===== src/shared/lsx_consts.svh =====
// Purpose: Named opcodes, field values and fixed figures of the load/store/exchange unit
// Assumes: Bit 0 of a register is its most significant bit; bits 16:31 map to [15:0]
// Notes: Definitions only
`ifndef LSX_CONSTS_SVH
`define LSX_CONSTS_SVH

// Opcodes
`define OP_LOAD_HALF_ZERO_EXT 8'h73
`define OP_MULTI_REG_FILL 8'hd1
`define OP_BYTE_FILL_ZERO_EXT 8'hd3
`define OP_BYTE_COPY_REG_ZERO_EXT 8'h93
`define OP_HALF_SWAP_REG 8'h34
`define OP_BYTE_SWAP_REG 8'h94
`define OP_WORD_WRITE_MEM 8'h50
`define OP_HALF_WRITE_MEM 8'h40
`define OP_MULTI_REG_WRITE_MEM 8'hd0
`define OP_BYTE_WRITE_MEM 8'hd2
`define OP_BYTE_COPY_INTO_REG_LOW 8'h92
`define OP_UNSIGNED_COMPARE_WORD 8'h55
`define OP_UNSIGNED_COMPARE_REG 8'h05
`define OP_UNSIGNED_COMPARE_IMM 8'hf5

// Register numbering and multi-register stepping
`define LAST_REG 4'hf
`define REG_STEP 4'h1
`define WORD_STEP 32'h00000004
`define REG_RESET 32'h00000000

// Memory access sizes
`define SIZE_BYTE 2'h0
`define SIZE_HALF 2'h1
`define SIZE_WORD 2'h2

// Condition code {C,V,G,L}
`define CC_RESET 4'h0
`define CC_ZERO 4'h0
`define CC_GREATER 4'h2
`define CC_LESS 4'h9
`define CC_EQUAL 4'h0

// Fill patterns
`define FILL_HALF 16'h0000
`define FILL_24 24'h000000
`define ZERO_WORD 32'h00000000

`endif


===== src/shared/lsx_pkg.sv =====
// Purpose: Types shared by the load/store/exchange unit
// Assumes: Constants live in lsx_consts.svh
// Notes: Nothing here is imported; users write lsx_pkg::name
package lsx_pkg;
    typedef logic [31:0] word_t;
    typedef logic [3:0] reg_idx_t;
    typedef logic [3:0] cc_t;
    typedef enum logic [2:0]
    {
        ST_IDLE = 3'b001,
        ST_ACCESS = 3'b010,
        ST_ABORT = 3'b100
    } exec_state_t;
endpackage


===== src/shared/xfer_seq_if.sv =====
// Purpose: Link between the execution control and the transfer sequencer
// Assumes: Both ends run on ref_clk
// Notes: The sequencer owns the current register number and current address
`timescale 1ns/1ns
`default_nettype none
interface xfer_seq_if;
    logic start;
    logic step;
    lsx_pkg::reg_idx_t first_reg;
    lsx_pkg::word_t base_addr;
    lsx_pkg::reg_idx_t cur_reg;
    lsx_pkg::word_t cur_addr;
    logic last;
    modport ctrl (output start, output step, output first_reg, output base_addr,
                  input cur_reg, input cur_addr, input last);
    modport seq (input start, input step, input first_reg, input base_addr,
                 output cur_reg, output cur_addr, output last);
endinterface
`default_nettype wire


===== src/logic/load_store_exchange_exec.sv =====
// Purpose: Executes loads, stores, exchanges, multi-register transfers and unsigned compares
// Assumes: Effective address arrives with the instruction; memory answers on ref_clk
// Notes: Holds the sixteen general registers and the condition code
//
// How it works
// [RULE1] Halfword load zero-extends into bits 16:31; G set when nonzero, rest cleared
// [RULE2] Software keeps halfword operands halfword aligned
// [RULE3] Software keeps fullword operands of multi and word transfers aligned
// [RULE4] Multi fill loads consecutive registers from consecutive words, ending at 15
// [RULE5] Effective address is captured before any register is written
// [RULE6] Start address stays visible after a memory or translator fault
// [RULE7] Byte loads put the byte in bits 24:31 and clear bits 0:23
// [RULE8] Register byte load takes the byte from the second register field
// [RULE9] Halfword swap crosses source halves into destination; source kept
// [RULE10] Same register in both fields swaps its halves in place
// [RULE11] Byte swap exchanges low two bytes into destination low half
// [RULE12] Word store writes all 32 register bits to memory
// [RULE13] Halfword store writes register bits 16:31
// [RULE14] Multi store writes consecutive registers to consecutive words, ending at 15
// [RULE15] Byte store writes register bits 24:31 to the byte location
// [RULE16] Register byte store copies low byte into second register, upper kept
// [RULE17] Loads other than halfword, swaps and stores keep the condition code
// [RULE18] Unsigned compare decodes as 55, 05 and F5
// [RULE19] Unsigned compare sets only the condition code, operands untouched
// [RULE20] Registers are 32 bits, bit 0 most significant, numbered 0 to 15
// [RULE21] Multi fill decodes as D1
`timescale 1ns/1ns
`default_nettype none
`include "lsx_consts.svh"
module load_store_exchange_exec
(
    // Clock, reset, enable
    input wire logic ref_clk,
    input wire logic rst_n,
    input wire logic clk_en,
    // Instruction issue
    input wire logic instr_valid,
    output logic instr_ready,
    input wire logic [7:0] opcode,
    input wire logic [3:0] first_reg_field,
    input wire logic [3:0] second_reg_field,
    input wire logic [31:0] eff_addr,
    input wire logic [31:0] imm_operand,
    // Completion
    output logic done,
    output logic fault,
    output logic unknown_op,
    output logic [31:0] retry_addr,
    output logic [3:0] cond_code,
    // Register file access from the rest of the processor
    input wire logic ext_wr_en,
    input wire logic [3:0] ext_wr_sel,
    input wire logic [31:0] ext_wr_data,
    input wire logic [3:0] rd_sel,
    output logic [31:0] rd_data,
    // Memory through the address translator
    output logic mem_req,
    output logic mem_we,
    output logic [1:0] mem_size,
    output logic [31:0] mem_addr,
    output logic [31:0] mem_wdata,
    input wire logic mem_ack,
    input wire logic mem_err,
    input wire logic [31:0] mem_rdata
);
    lsx_pkg::exec_state_t state_r;
    lsx_pkg::exec_state_t state_nxt;
    lsx_pkg::word_t regs_r [16];
    lsx_pkg::cc_t cc_r;
    lsx_pkg::cc_t cc_nxt;
    logic [7:0] op_r;
    lsx_pkg::word_t addr_r;
    logic done_r;
    logic fault_r;
    logic unknown_r;

    xfer_seq_if sq ();

    xfer_sequencer u_seq
    (
        .ref_clk(ref_clk),
        .rst_n(rst_n),
        .clk_en(clk_en),
        .sq(sq)
    );

    // Decode of the issuing opcode
    wire is_load_half = (opcode == `OP_LOAD_HALF_ZERO_EXT);
    wire is_multi_fill = (opcode == `OP_MULTI_REG_FILL); // RULE21
    wire is_byte_fill = (opcode == `OP_BYTE_FILL_ZERO_EXT);
    wire is_byte_copy_reg = (opcode == `OP_BYTE_COPY_REG_ZERO_EXT);
    wire is_half_swap = (opcode == `OP_HALF_SWAP_REG);
    wire is_byte_swap = (opcode == `OP_BYTE_SWAP_REG);
    wire is_word_write = (opcode == `OP_WORD_WRITE_MEM);
    wire is_half_write = (opcode == `OP_HALF_WRITE_MEM);
    wire is_multi_write = (opcode == `OP_MULTI_REG_WRITE_MEM);
    wire is_byte_write = (opcode == `OP_BYTE_WRITE_MEM);
    wire is_byte_copy_low = (opcode == `OP_BYTE_COPY_INTO_REG_LOW);
    wire is_ucmp_word = (opcode == `OP_UNSIGNED_COMPARE_WORD); // RULE18
    wire is_ucmp_reg = (opcode == `OP_UNSIGNED_COMPARE_REG); // RULE18
    wire is_ucmp_imm = (opcode == `OP_UNSIGNED_COMPARE_IMM); // RULE18

    wire uses_mem = is_load_half | is_multi_fill | is_byte_fill | is_word_write
                  | is_half_write | is_multi_write | is_byte_write | is_ucmp_word;
    wire reg_only = is_byte_copy_reg | is_half_swap | is_byte_swap | is_byte_copy_low
                  | is_ucmp_reg | is_ucmp_imm;
    wire known_op = uses_mem | reg_only;

    wire in_idle = (state_r == lsx_pkg::ST_IDLE);
    wire in_access = (state_r == lsx_pkg::ST_ACCESS);
    wire issue = clk_en & instr_valid & in_idle;
    wire issue_mem = issue & uses_mem;
    wire issue_reg = issue & reg_only;

    // Decode of the instruction held during a memory access
    wire run_load_half = (op_r == `OP_LOAD_HALF_ZERO_EXT);
    wire run_multi_fill = (op_r == `OP_MULTI_REG_FILL);
    wire run_byte_fill = (op_r == `OP_BYTE_FILL_ZERO_EXT);
    wire run_half_write = (op_r == `OP_HALF_WRITE_MEM);
    wire run_multi_write = (op_r == `OP_MULTI_REG_WRITE_MEM);
    wire run_byte_write = (op_r == `OP_BYTE_WRITE_MEM);
    wire run_ucmp_word = (op_r == `OP_UNSIGNED_COMPARE_WORD);
    wire run_multi = run_multi_fill | run_multi_write;
    wire run_store = (op_r == `OP_WORD_WRITE_MEM) | run_half_write | run_multi_write | run_byte_write;
    wire run_load = run_load_half | run_multi_fill | run_byte_fill;

    wire beat_ok = clk_en & in_access & mem_ack & ~mem_err;
    wire beat_err = clk_en & in_access & mem_ack & mem_err;
    wire more_beats = run_multi & ~sq.last; // RULE4 RULE14
    wire finish = beat_ok & ~more_beats;

    // Operand reads; bits 16:31 are [15:0], bits 24:31 are [7:0]
    wire [31:0] src1 = regs_r[first_reg_field]; // RULE20
    wire [31:0] src2 = regs_r[second_reg_field];
    wire [31:0] cur_src = regs_r[sq.cur_reg];

    // {C,V,G,L} for an unsigned compare; V is left clear
    function automatic lsx_pkg::cc_t ucmp(input lsx_pkg::word_t a, input lsx_pkg::word_t b);
        if (a < b)
            ucmp = `CC_LESS;
        else if (a > b)
            ucmp = `CC_GREATER;
        else
            ucmp = `CC_EQUAL;
    endfunction

    // Register-only results, all landing in the first register except the low-byte copy into the second register
    wire [31:0] byte_copy_val = {`FILL_24, src2[7:0]}; // RULE7 RULE8
    wire [31:0] half_swap_val = {src2[15:0], src2[31:16]}; // RULE9 RULE10
    wire [31:0] byte_swap_val = {src1[31:16], src2[7:0], src2[15:8]}; // RULE11
    wire [31:0] copy_low_val = {src2[31:8], src1[7:0]}; // RULE16
    wire [31:0] reg_op_val = is_byte_copy_reg ? byte_copy_val
                           : is_half_swap ? half_swap_val
                           : is_byte_swap ? byte_swap_val
                           : copy_low_val;
    wire reg_op_writes = is_byte_copy_reg | is_half_swap | is_byte_swap | is_byte_copy_low;
    wire [3:0] reg_op_dest = is_byte_copy_low ? second_reg_field : first_reg_field; // RULE16

    // Memory load results
    wire [31:0] half_load_val = {`FILL_HALF, mem_rdata[15:0]}; // RULE1
    wire [31:0] byte_load_val = {`FILL_24, mem_rdata[7:0]}; // RULE7
    wire [31:0] mem_load_val = run_load_half ? half_load_val
                             : run_byte_fill ? byte_load_val
                             : mem_rdata; // RULE4

    // Single write port of the register file
    wire wr_reg_op = issue_reg & reg_op_writes;
    wire wr_mem_load = beat_ok & run_load;
    wire wr_ext = clk_en & in_idle & ext_wr_en & ~wr_reg_op;
    wire wr_en = wr_reg_op | wr_mem_load | wr_ext;
    wire [3:0] wr_sel = wr_mem_load ? sq.cur_reg : wr_reg_op ? reg_op_dest : ext_wr_sel;
    wire [31:0] wr_data = wr_mem_load ? mem_load_val : wr_reg_op ? reg_op_val : ext_wr_data;

    // Condition code: only the halfword load and the compares touch it
    always_comb
    begin
        cc_nxt = cc_r; // RULE17
        if (issue_reg && is_ucmp_reg)
            cc_nxt = ucmp(src1, src2); // RULE19
        else if (issue_reg && is_ucmp_imm)
            cc_nxt = ucmp(src1, imm_operand); // RULE19
        else if (beat_ok && run_ucmp_word)
            cc_nxt = ucmp(cur_src, mem_rdata); // RULE19
        else if (beat_ok && run_load_half)
            cc_nxt = (mem_rdata[15:0] != `FILL_HALF) ? `CC_GREATER : `CC_ZERO; // RULE1
    end

    // Control sequence
    always_comb
    begin
        state_nxt = state_r;
        case (state_r)
            lsx_pkg::ST_IDLE:
            begin
                if (issue_mem)
                    state_nxt = lsx_pkg::ST_ACCESS;
            end
            lsx_pkg::ST_ACCESS:
            begin
                if (beat_err)
                    state_nxt = lsx_pkg::ST_ABORT;
                else if (finish)
                    state_nxt = lsx_pkg::ST_IDLE;
            end
            lsx_pkg::ST_ABORT:
            begin
                state_nxt = lsx_pkg::ST_IDLE;
            end
            default:
            begin
                state_nxt = lsx_pkg::ST_IDLE;
            end
        endcase
    end

    // Sequencer: loaded with the address latched at issue, so later register
    // writes cannot disturb the walk even when they hit index registers
    assign sq.start = issue_mem; // RULE5
    assign sq.first_reg = first_reg_field;
    assign sq.base_addr = eff_addr; // RULE5
    assign sq.step = beat_ok & more_beats; // RULE4 RULE14

    // Memory side; address and data come straight from held flops
    assign mem_req = in_access;
    assign mem_we = run_store;
    assign mem_size = (run_load_half | run_half_write) ? `SIZE_HALF
                    : (run_byte_fill | run_byte_write) ? `SIZE_BYTE
                    : `SIZE_WORD; // RULE2 RULE3
    assign mem_addr = sq.cur_addr;
    assign mem_wdata = run_half_write ? {`FILL_HALF, cur_src[15:0]} // RULE13
                     : run_byte_write ? {`FILL_24, cur_src[7:0]} // RULE15
                     : cur_src; // RULE12 RULE14

    assign instr_ready = in_idle;
    assign done = done_r;
    assign fault = fault_r;
    assign unknown_op = unknown_r;
    assign retry_addr = addr_r; // RULE6
    assign cond_code = cc_r;
    assign rd_data = regs_r[rd_sel];

    // General registers, one flop word per entry
    genvar gi;
    generate
        for (gi = 0; gi < 16; gi++)
        begin : g_reg
            always_ff @(posedge ref_clk)
            begin
                if (!rst_n)
                    regs_r[gi] <= `REG_RESET;
                else if (wr_en && wr_sel == 4'(gi))
                    regs_r[gi] <= wr_data;
            end
        end
    endgenerate

    always_ff @(posedge ref_clk)
    begin
        if (!rst_n)
        begin
            state_r <= lsx_pkg::ST_IDLE;
            cc_r <= `CC_RESET;
        end
        else if (clk_en)
        begin
            state_r <= state_nxt;
            cc_r <= cc_nxt;
        end
    end

    // The start address is held until the next instruction issues so a
    // faulted transfer can be restarted from it
    always_ff @(posedge ref_clk)
    begin
        if (!rst_n)
        begin
            op_r <= `OP_WORD_WRITE_MEM;
            addr_r <= `ZERO_WORD;
        end
        else if (issue)
        begin
            op_r <= opcode;
            addr_r <= eff_addr; // RULE5 RULE6
        end
    end

    always_ff @(posedge ref_clk)
    begin
        if (!rst_n)
        begin
            done_r <= 1'b0;
            fault_r <= 1'b0;
            unknown_r <= 1'b0;
        end
        else if (clk_en)
        begin
            done_r <= issue_reg | (issue & ~known_op) | finish | beat_err;
            unknown_r <= issue & ~known_op;
            if (issue)
                fault_r <= 1'b0;
            else if (beat_err)
                fault_r <= 1'b1; // RULE6
        end
    end
endmodule
`default_nettype wire


===== src/logic/xfer_sequencer.sv =====
// Purpose: Walks register number and fullword address through a transfer
// Assumes: Start and step never coincide
// Notes: Single transfers use the same counters with one beat
`timescale 1ns/1ns
`default_nettype none
`include "lsx_consts.svh"
module xfer_sequencer
(
    // Clock and reset
    input wire logic ref_clk,
    input wire logic rst_n,
    input wire logic clk_en,
    // Control side
    xfer_seq_if.seq sq
);
    lsx_pkg::reg_idx_t cur_reg_r;
    lsx_pkg::word_t cur_addr_r;

    assign sq.cur_reg = cur_reg_r;
    assign sq.cur_addr = cur_addr_r;
    assign sq.last = (cur_reg_r == `LAST_REG);

    always_ff @(posedge ref_clk)
    begin
        if (!rst_n)
        begin
            cur_reg_r <= `LAST_REG;
            cur_addr_r <= `ZERO_WORD;
        end
        else if (clk_en && sq.start)
        begin
            cur_reg_r <= sq.first_reg;
            cur_addr_r <= sq.base_addr;
        end
        else if (clk_en && sq.step)
        begin
            cur_reg_r <= cur_reg_r + `REG_STEP;
            cur_addr_r <= cur_addr_r + `WORD_STEP;
        end
    end
endmodule
`default_nettype wire


===== config.mk =====
export PLATFORM = sky130hd
export DESIGN_NAME = load_store_exchange_exec
export DESIGN_NICKNAME = d
export VERILOG_FILES = /design/src/shared/lsx_pkg.sv /design/src/shared/xfer_seq_if.sv /design/src/logic/load_store_exchange_exec.sv /design/src/logic/xfer_sequencer.sv
export VERILOG_INCLUDE_DIRS = /design/src /design/src/shared
export SDC_FILE = /design/constraint.sdc
export NUM_CORES = 1
export LEC_CHECK = 0
export BUFFER_PORTS_ARGS = -buffer_cell sky130_fd_sc_hd__clkbuf_2
export CORE_AREA = 2 2 342 276
export CTS_BUF_LIST = sky130_fd_sc_hd__clkbuf_2 sky130_fd_sc_hd__clkbuf_4 sky130_fd_sc_hd__clkbuf_8
export CTS_CLUSTER_DIAMETER = 40
export DETAILED_ROUTE_END_ITERATION = 8
export DIE_AREA = 0 0 344 278
export SYNTH_ARGS = -nofsm -noshare
export SYNTH_HDL_FRONTEND = slang
export SYNTH_SLANG_ARGS = --single-unit

===== constraint.sdc =====
create_clock -name ref_clk -period 9.7 [get_ports ref_clk]
set_input_delay 0.97 -clock ref_clk [delete_from_list [all_inputs] [get_ports ref_clk]]
set_output_delay 0.97 -clock ref_clk [all_outputs]
set_load 0.02 [all_outputs]

==> results of run 1 <==
[routing by layer]
layer	vias up	GRT usage [%]	share of wire [%]
met1	16760	46.39	35
met4	8	15.55	5.2
met3	539	14.52	17
met2	3230	49.87	43
li1	12610	-	-
met5	-	0.3557	0.050
[final cells by class]
cell class	count	area, um2	area share [%]
Timing Repair Buffer	371	2115	4.569
Clock inverter	69	744.5	1.608
Multi-Input combinational cell	2055	22640	48.91
Inverter	105	394.1	0.8515
Tap cell	1224	1531	3.309
Clock buffer	134	1713	3.701
Sequential cell	600	17150	37.05
Antenna cell	2	5.005	0.01081
[per-stage QoR]
stage / util, % / hold WS, ps / power (W) / std cells
global route: 50.12 / 434.0 / 0.007192 / 4559
detailed placement: 47.46 / 448.0 / 0.004253 / 4355
finish: 50.12 / 448.3 / 0.007021 / 4560
floorplan: - / 458.1 / 0.003796 / 3066
global placement: 47.44 / 440.9 / 0.004226 / 4354
CTS: 50.12 / 391.2 / 0.006995 / 4558
[synth_stat cells (19+ instances only)]
cell type / count / area (um2)
mux4_2: 640 / 14410
nor2_1: 569 / 2136
edfxtp_1: 512 / 15370
nand2_1: 177 / 664.4
clkbuf_1: 156 / 585.6
inv_1: 105 / 394.1
ha_1: 98 / 1226
a21oi_1: 96 / 480.5
dfxtp_1: 88 / 1762
buf_2: 73 / 365.4
buf_1: 55 / 206.5
o21ai_0: 53 / 265.3
nand3_1: 34 / 170.2
nand4_1: 34 / 212.7
a22o_1: 30 / 262.8
a32oi_1: 24 / 210.2
and2_1: 23 / 143.9
and3_1: 19 / 118.9
[cell families after synthesis]
| group | Yosys count | synth area share [%] |
|---|---|---|
| compound gates | 328 | 5.508 |
| xor+xnor | 22 | 0.4666 |
| fa+ha+maj | 98 | 2.969 |
| buf+inv | 411 | 4.293 |
| flops | 600 | 41.49 |
| mux | 646 | 35.06 |
| other cells | 1 | 0.009080 |
| simple gates | 960 | 10.21 |
[worst max-delay path, stage by stage (launching register included)]
cell and delay [ps]:
dfxtp_1 360, or3b_1 440, or3_1 670, or3_2 550, buf_4 330, o211a_1 250
o221ai_1 1000, or4b_2 710, buf_4 610, nor2_1 100
[worst max path at each step]
stage / startpoint / endpoint / slack [ps] / depth (start not counted)
2_1_floorplan: opcode[2] / regs_r[0][0] / 3990 / 6
3_3_place_gp: clk_en / regs_r[4][0] / 3840 / 10
3_5_place_dp: first_reg_field[1] / cond_code[0] / 3900 / 11
4_1_cts: state_r[1] / regs_r[6][2] / 4380 / 9
5_1_grt: state_r[1] / regs_r[6][2] / 4250 / 9
6_report: state_r[1] / regs_r[6][2] / 4300 / 9
[power breakdown]
| group | leakage (nW) | internal [W] | switching [W] | total [W] |
|---|---|---|---|---|
| combinational | 9.88 | 0.000517 | 0.000742 | 0.00126 |
| sequential | 5.99 | 0.00289 | 0.0000934 | 0.00299 |
| clock | 1.26 | 0.00157 | 0.00120 | 0.00277 |
==> flow_summary.yaml, run 1 <==
pwr:
  cellLeakagePower_nw: 17.13
  ir_worst_vdd_mv: 0.1059
  power_density_nw_per_um2: 151.7
routing:
  drt_iter0_drc: 6231
  routed_wl_um: 167700
  num_vias: 33150
  wl_per_cell_um: 36.77
  firstDrtPassIters: 8
  ant_nets: 0
  drc: 0
  vias_per_cell: 7.270
cts:
  clkLatencyLatePin_ps: 780
  cts_max_path_buffers: 3
  cts_root_buffer: "clkbuf_8"
  cts_made_buffers: 110
  cts_setup_buffers: 0
  clk_pin_slew_ps: 60
  cts_tree: "done"
  cts_hold_buf: 0
  cts_sinks: 600
  cts_resized: 0
  htreeDepth: 3
cells_and_area:
  stdcell_area_um2: 46280
  area_delta_synth_final_pct: 12.07
  regMostFlops: "regs_r"
  final_cell_mix: "mux4_2, nor2_1, edfxtp_1"
  final_common_cell: "mux4_2"
  drive_above_1_share_pct: 37.91
  fillers: 7969
  nets: 3500
  largest_reg_flops: 512
sta:
  fin_crit_sh_pct: 55.68
  fmax_mhz: 185.2
  worstMarginPinSlew_ps: 1511
  rsz0062_at_grt: "no"
  final_hold_viol_count: 0
  fin_skew_ps: 56.35
  setup_viol: 0
  drv_slew: 2
  setup_ws_ps: 4300
  period_minus_slack_ps: 5400
  maxSlewHeadroom_pct: -1.636
  final.setup.tns_ps: 0
yosys:
  yosysSeqAreaShare_pct: 41.49
  synth_edf_count: 512
  synth.avg_cell_area_um2: 13.47
  async_reset_ff_share_pct: 0
  ys.flop_type: "edfxtp_1"
  syn_area_um2: 41300
  yosysWarnings: 0
  synth_seq_cells: 600
  postSynthCellCount: 3066
  synth_cell_types: 77
  syn-num-nets: 3323
placement:
  hpwl_um: 100500
  gp_congestion: 0.9882
  dp_slack_ps: 3899
  io_buffers: 297
  place_area_um2: 43820
setup_path:
  rrSetupSlack_ps: 4300
  worstReg2RegStart: "state_r[1]"
  arrival_ps: 5840
  reg2reg_depth: 9
  crit_path_end_kind: "flop"
  startpoint_type: "flop"
  r2r-end: "regs_r[6][2]"
  path_class: "flop to flop"
  worst-path-max-fanout: 42
  cp.required_ps: 10140
floorplan:
  die_w_um: 344
  fp-row-count: 100
  coreArea_um2: 92340
  io_pins: 299
  start_util_pct: 44.73
  die_height_um: 278
  die_area_um2: 95630
hold_path:
  holdCritPathClass: "input pin to flop"
  min_to: "retry_addr[22]"
  min_delay_path_depth: 3
  hp-start: "eff_addr[22]"
global_route:
  antenna_found_initial: 6
  grt_pass1_wl_um: 235600
  overflow: 0
  first_global_vias: 31900
  grt_max_degree: 90
  grt_usage_pct: 34.85
outcome:
  status: "finished with violations"
  violations: "max-capacitance violations, max-slew violations"
run:
  maxCapViolations: 1
No activity file was read; power rests on OpenSTA's default activity.
==> run 2, diff against run 1 <==
clock period = 5 ns   (was 9.7 ns; I/O delays follow)
==> flow_summary.yaml, run 2 (synthesized netlist as in run 1, its figures left out) <==
outcome:
  status: "finished clean"
cts:
  cts_hold_buf: 32
  cts_root_buffer: "clkbuf_8"
  cts_max_path_buffers: 3
  cts_resized: 0
  clk_pin_slew_ps: 60
  cts_tree: "done"
  htreeDepth: 3
  cts_made_buffers: 110
  clkLatencyLatePin_ps: 800
  cts_sinks: 600
  cts_setup_buffers: 0
cells_and_area:
  final_common_cell: "mux4_2"
  nets: 3590
  multi_input_area_um2: 22610
  area_delta_synth_final_pct: 14.89
  drive_above_1_share_pct: 38.60
  largest_reg_flops: 512
  register_area_um2: 17150
  final_cells: 4651
  final_cell_mix: "mux4_2, nor2_1, edfxtp_1"
  regMostFlops: "regs_r"
  fillers: 7842
placement:
  io_buffers: 297
  hpwl_um: 108600
  dp_cells: 4413
  dp_slack_ps: 473.3
  gp_congestion: 1.023
pwr:
  cellLeakagePower_nw: 17.72
  clkPwrFrac_pct: 38.3
  p_seq_share_pct: 43.1
  pwr-share-comb_pct: 18.6
  p_sw_share_pct: 29.45
  finalPower_w: 0.01347
  ir_worst_vdd_mv: 0.1965
  p_sw_w: 0.003967
  p_int_w: 0.009501
  power_density_nw_per_um2: 283.8
routing:
  routed_wl_um: 170300
  ant_nets: 0
  firstDrtPassIters: 5
  drc: 0
  wl_per_cell_um: 36.62
  drt_iter0_drc: 4987
  num_vias: 33300
  vias_per_cell: 7.159
global_route:
  antenna_found_initial: 8
  grt_usage_pct: 35.52
  first_global_vias: 32390
  grt_max_degree: 69
  grt_pass1_wl_um: 239900
  overflow: 0
setup_path:
  cp.required_ps: 5680
  path_class: "flop to flop"
  worst-path-max-fanout: 15
  arrival_ps: 5240
  crit_family: "compound AO/OA/AOI/OAI gates"
  cp_num_buf_inv: 2
  slowest_stage: "mux4_2"
  critPathMaxStageDelay_ps: 550
  crit_path_end_kind: "flop"
  cp_cell_sequence: "buf_4 > buf_4 > mux4_2 > mux4_2 > ha_1 > a21oi_1 > o21ai_0 > a221oi_1 > o21ai_0 > or3_1 > or3_1 > a311oi_1"
  startpoint_type: "flop"
sta:
  worstMarginPinSlew_ps: 1400
  fin_crit_sh_pct: 91.24
  fmax_mhz: 219.2
  maxSlewHeadroom_pct: 5.832
  final_hold_viol_count: 0
  drv_slew: 0
  fin_skew_ps: 42.11
  period_minus_slack_ps: 4562
  setup_ws_ps: 437.8
  final.setup.tns_ps: 0
  rsz0062_at_grt: "no"
  setup_viol: 0
floorplan:
  coreArea_um2: 92340
  fp-row-count: 100
  die_height_um: 278
  io_pins: 299
  die_area_um2: 95630
  start_util_pct: 44.73
  die_w_um: 344
run:
  maxCapViolations: 0
hold_path:
  holdCritPathClass: "input pin to flop"
==> run 2: cell types whose count changed in the layout (fill, tap and decap cells not counted), moves of 3 or more <==
cell	delta
buf_12	+44
buf_4	+15
bufinv_16	-5
clkinv_1	-3
clkinv_4	+3
diode_2	+3
dlygate4sd3_1	+32
==> run 2: worst register-to-register path, stage by stage (launching register included) <==
cell,delay [ps]
dfxtp_4,400
buf_4,260
buf_4,380
mux4_2,550
mux4_2,550
ha_1,350
a21oi_1,140
o21ai_0,110
a221oi_1,330
o21ai_0,350
or3_1,440
or3_1,330
a311oi_1,290
==> run 2: final cells by class <==
| class | count | share of cell area, % |
|---|---|---|
| Clock buffer | 135 | 3.652 |
| Multi-Input combinational cell | 2055 | 47.66 |
| Antenna cell | 5 | 0.02637 |
| Clock inverter | 66 | 1.276 |
| Inverter | 105 | 0.8306 |
| Sequential cell | 600 | 36.14 |
| Timing Repair Buffer | 461 | 7.193 |
| Tap cell | 1224 | 3.228 |
==> run 2: layer usage <==
layer  wire, um  global-route usage [%]  part of all wire, %
met2      73430                   50.91                   43
met5        159                   2.033                0.093
met4       8434                   14.86                  5.0
met1      60810                   47.65                   36
met3      27490                   14.49                   16
==> run 2: worst paths after layout <==
kind	from	to	slack, ps	cells after the start
worst max-delay path	flop	cond_code[0]	440	12
worst min register to register	retry_addr[2]	retry_addr[2]	450	2
worst min-delay path	opcode[0]	op_r[0]	80	3
worst max register to register	flop	cond_code[0]	440	12
==> run 2: through the flow <==
| step | hold WS [ps] | instance area (um2) | utilization [%] |
|---|---|---|---|
| 4_1_cts | 8.333 | 47440 | 51.37 |
| 2_1_floorplan | 458.4 | 41300 | - |
| 3_5_place_dp | 447.2 | 44780 | 48.49 |
| 3_3_place_gp | 440.3 | 44780 | 48.49 |
| 5_1_grt | 67.69 | 47450 | 51.38 |
| 6_report | 77.59 | 47450 | 51.39 |
==> run 2: power groups by stage <==
stage               Clock, W  Sequential, W  Combinational [W]
floorplan                  0        0.00585            0.00151
global placement           0        0.00587            0.00239
detailed placement         0        0.00589            0.00242
CTS                  0.00517        0.00579            0.00245
global route         0.00539        0.00582            0.00260
finish               0.00516        0.00580            0.00251
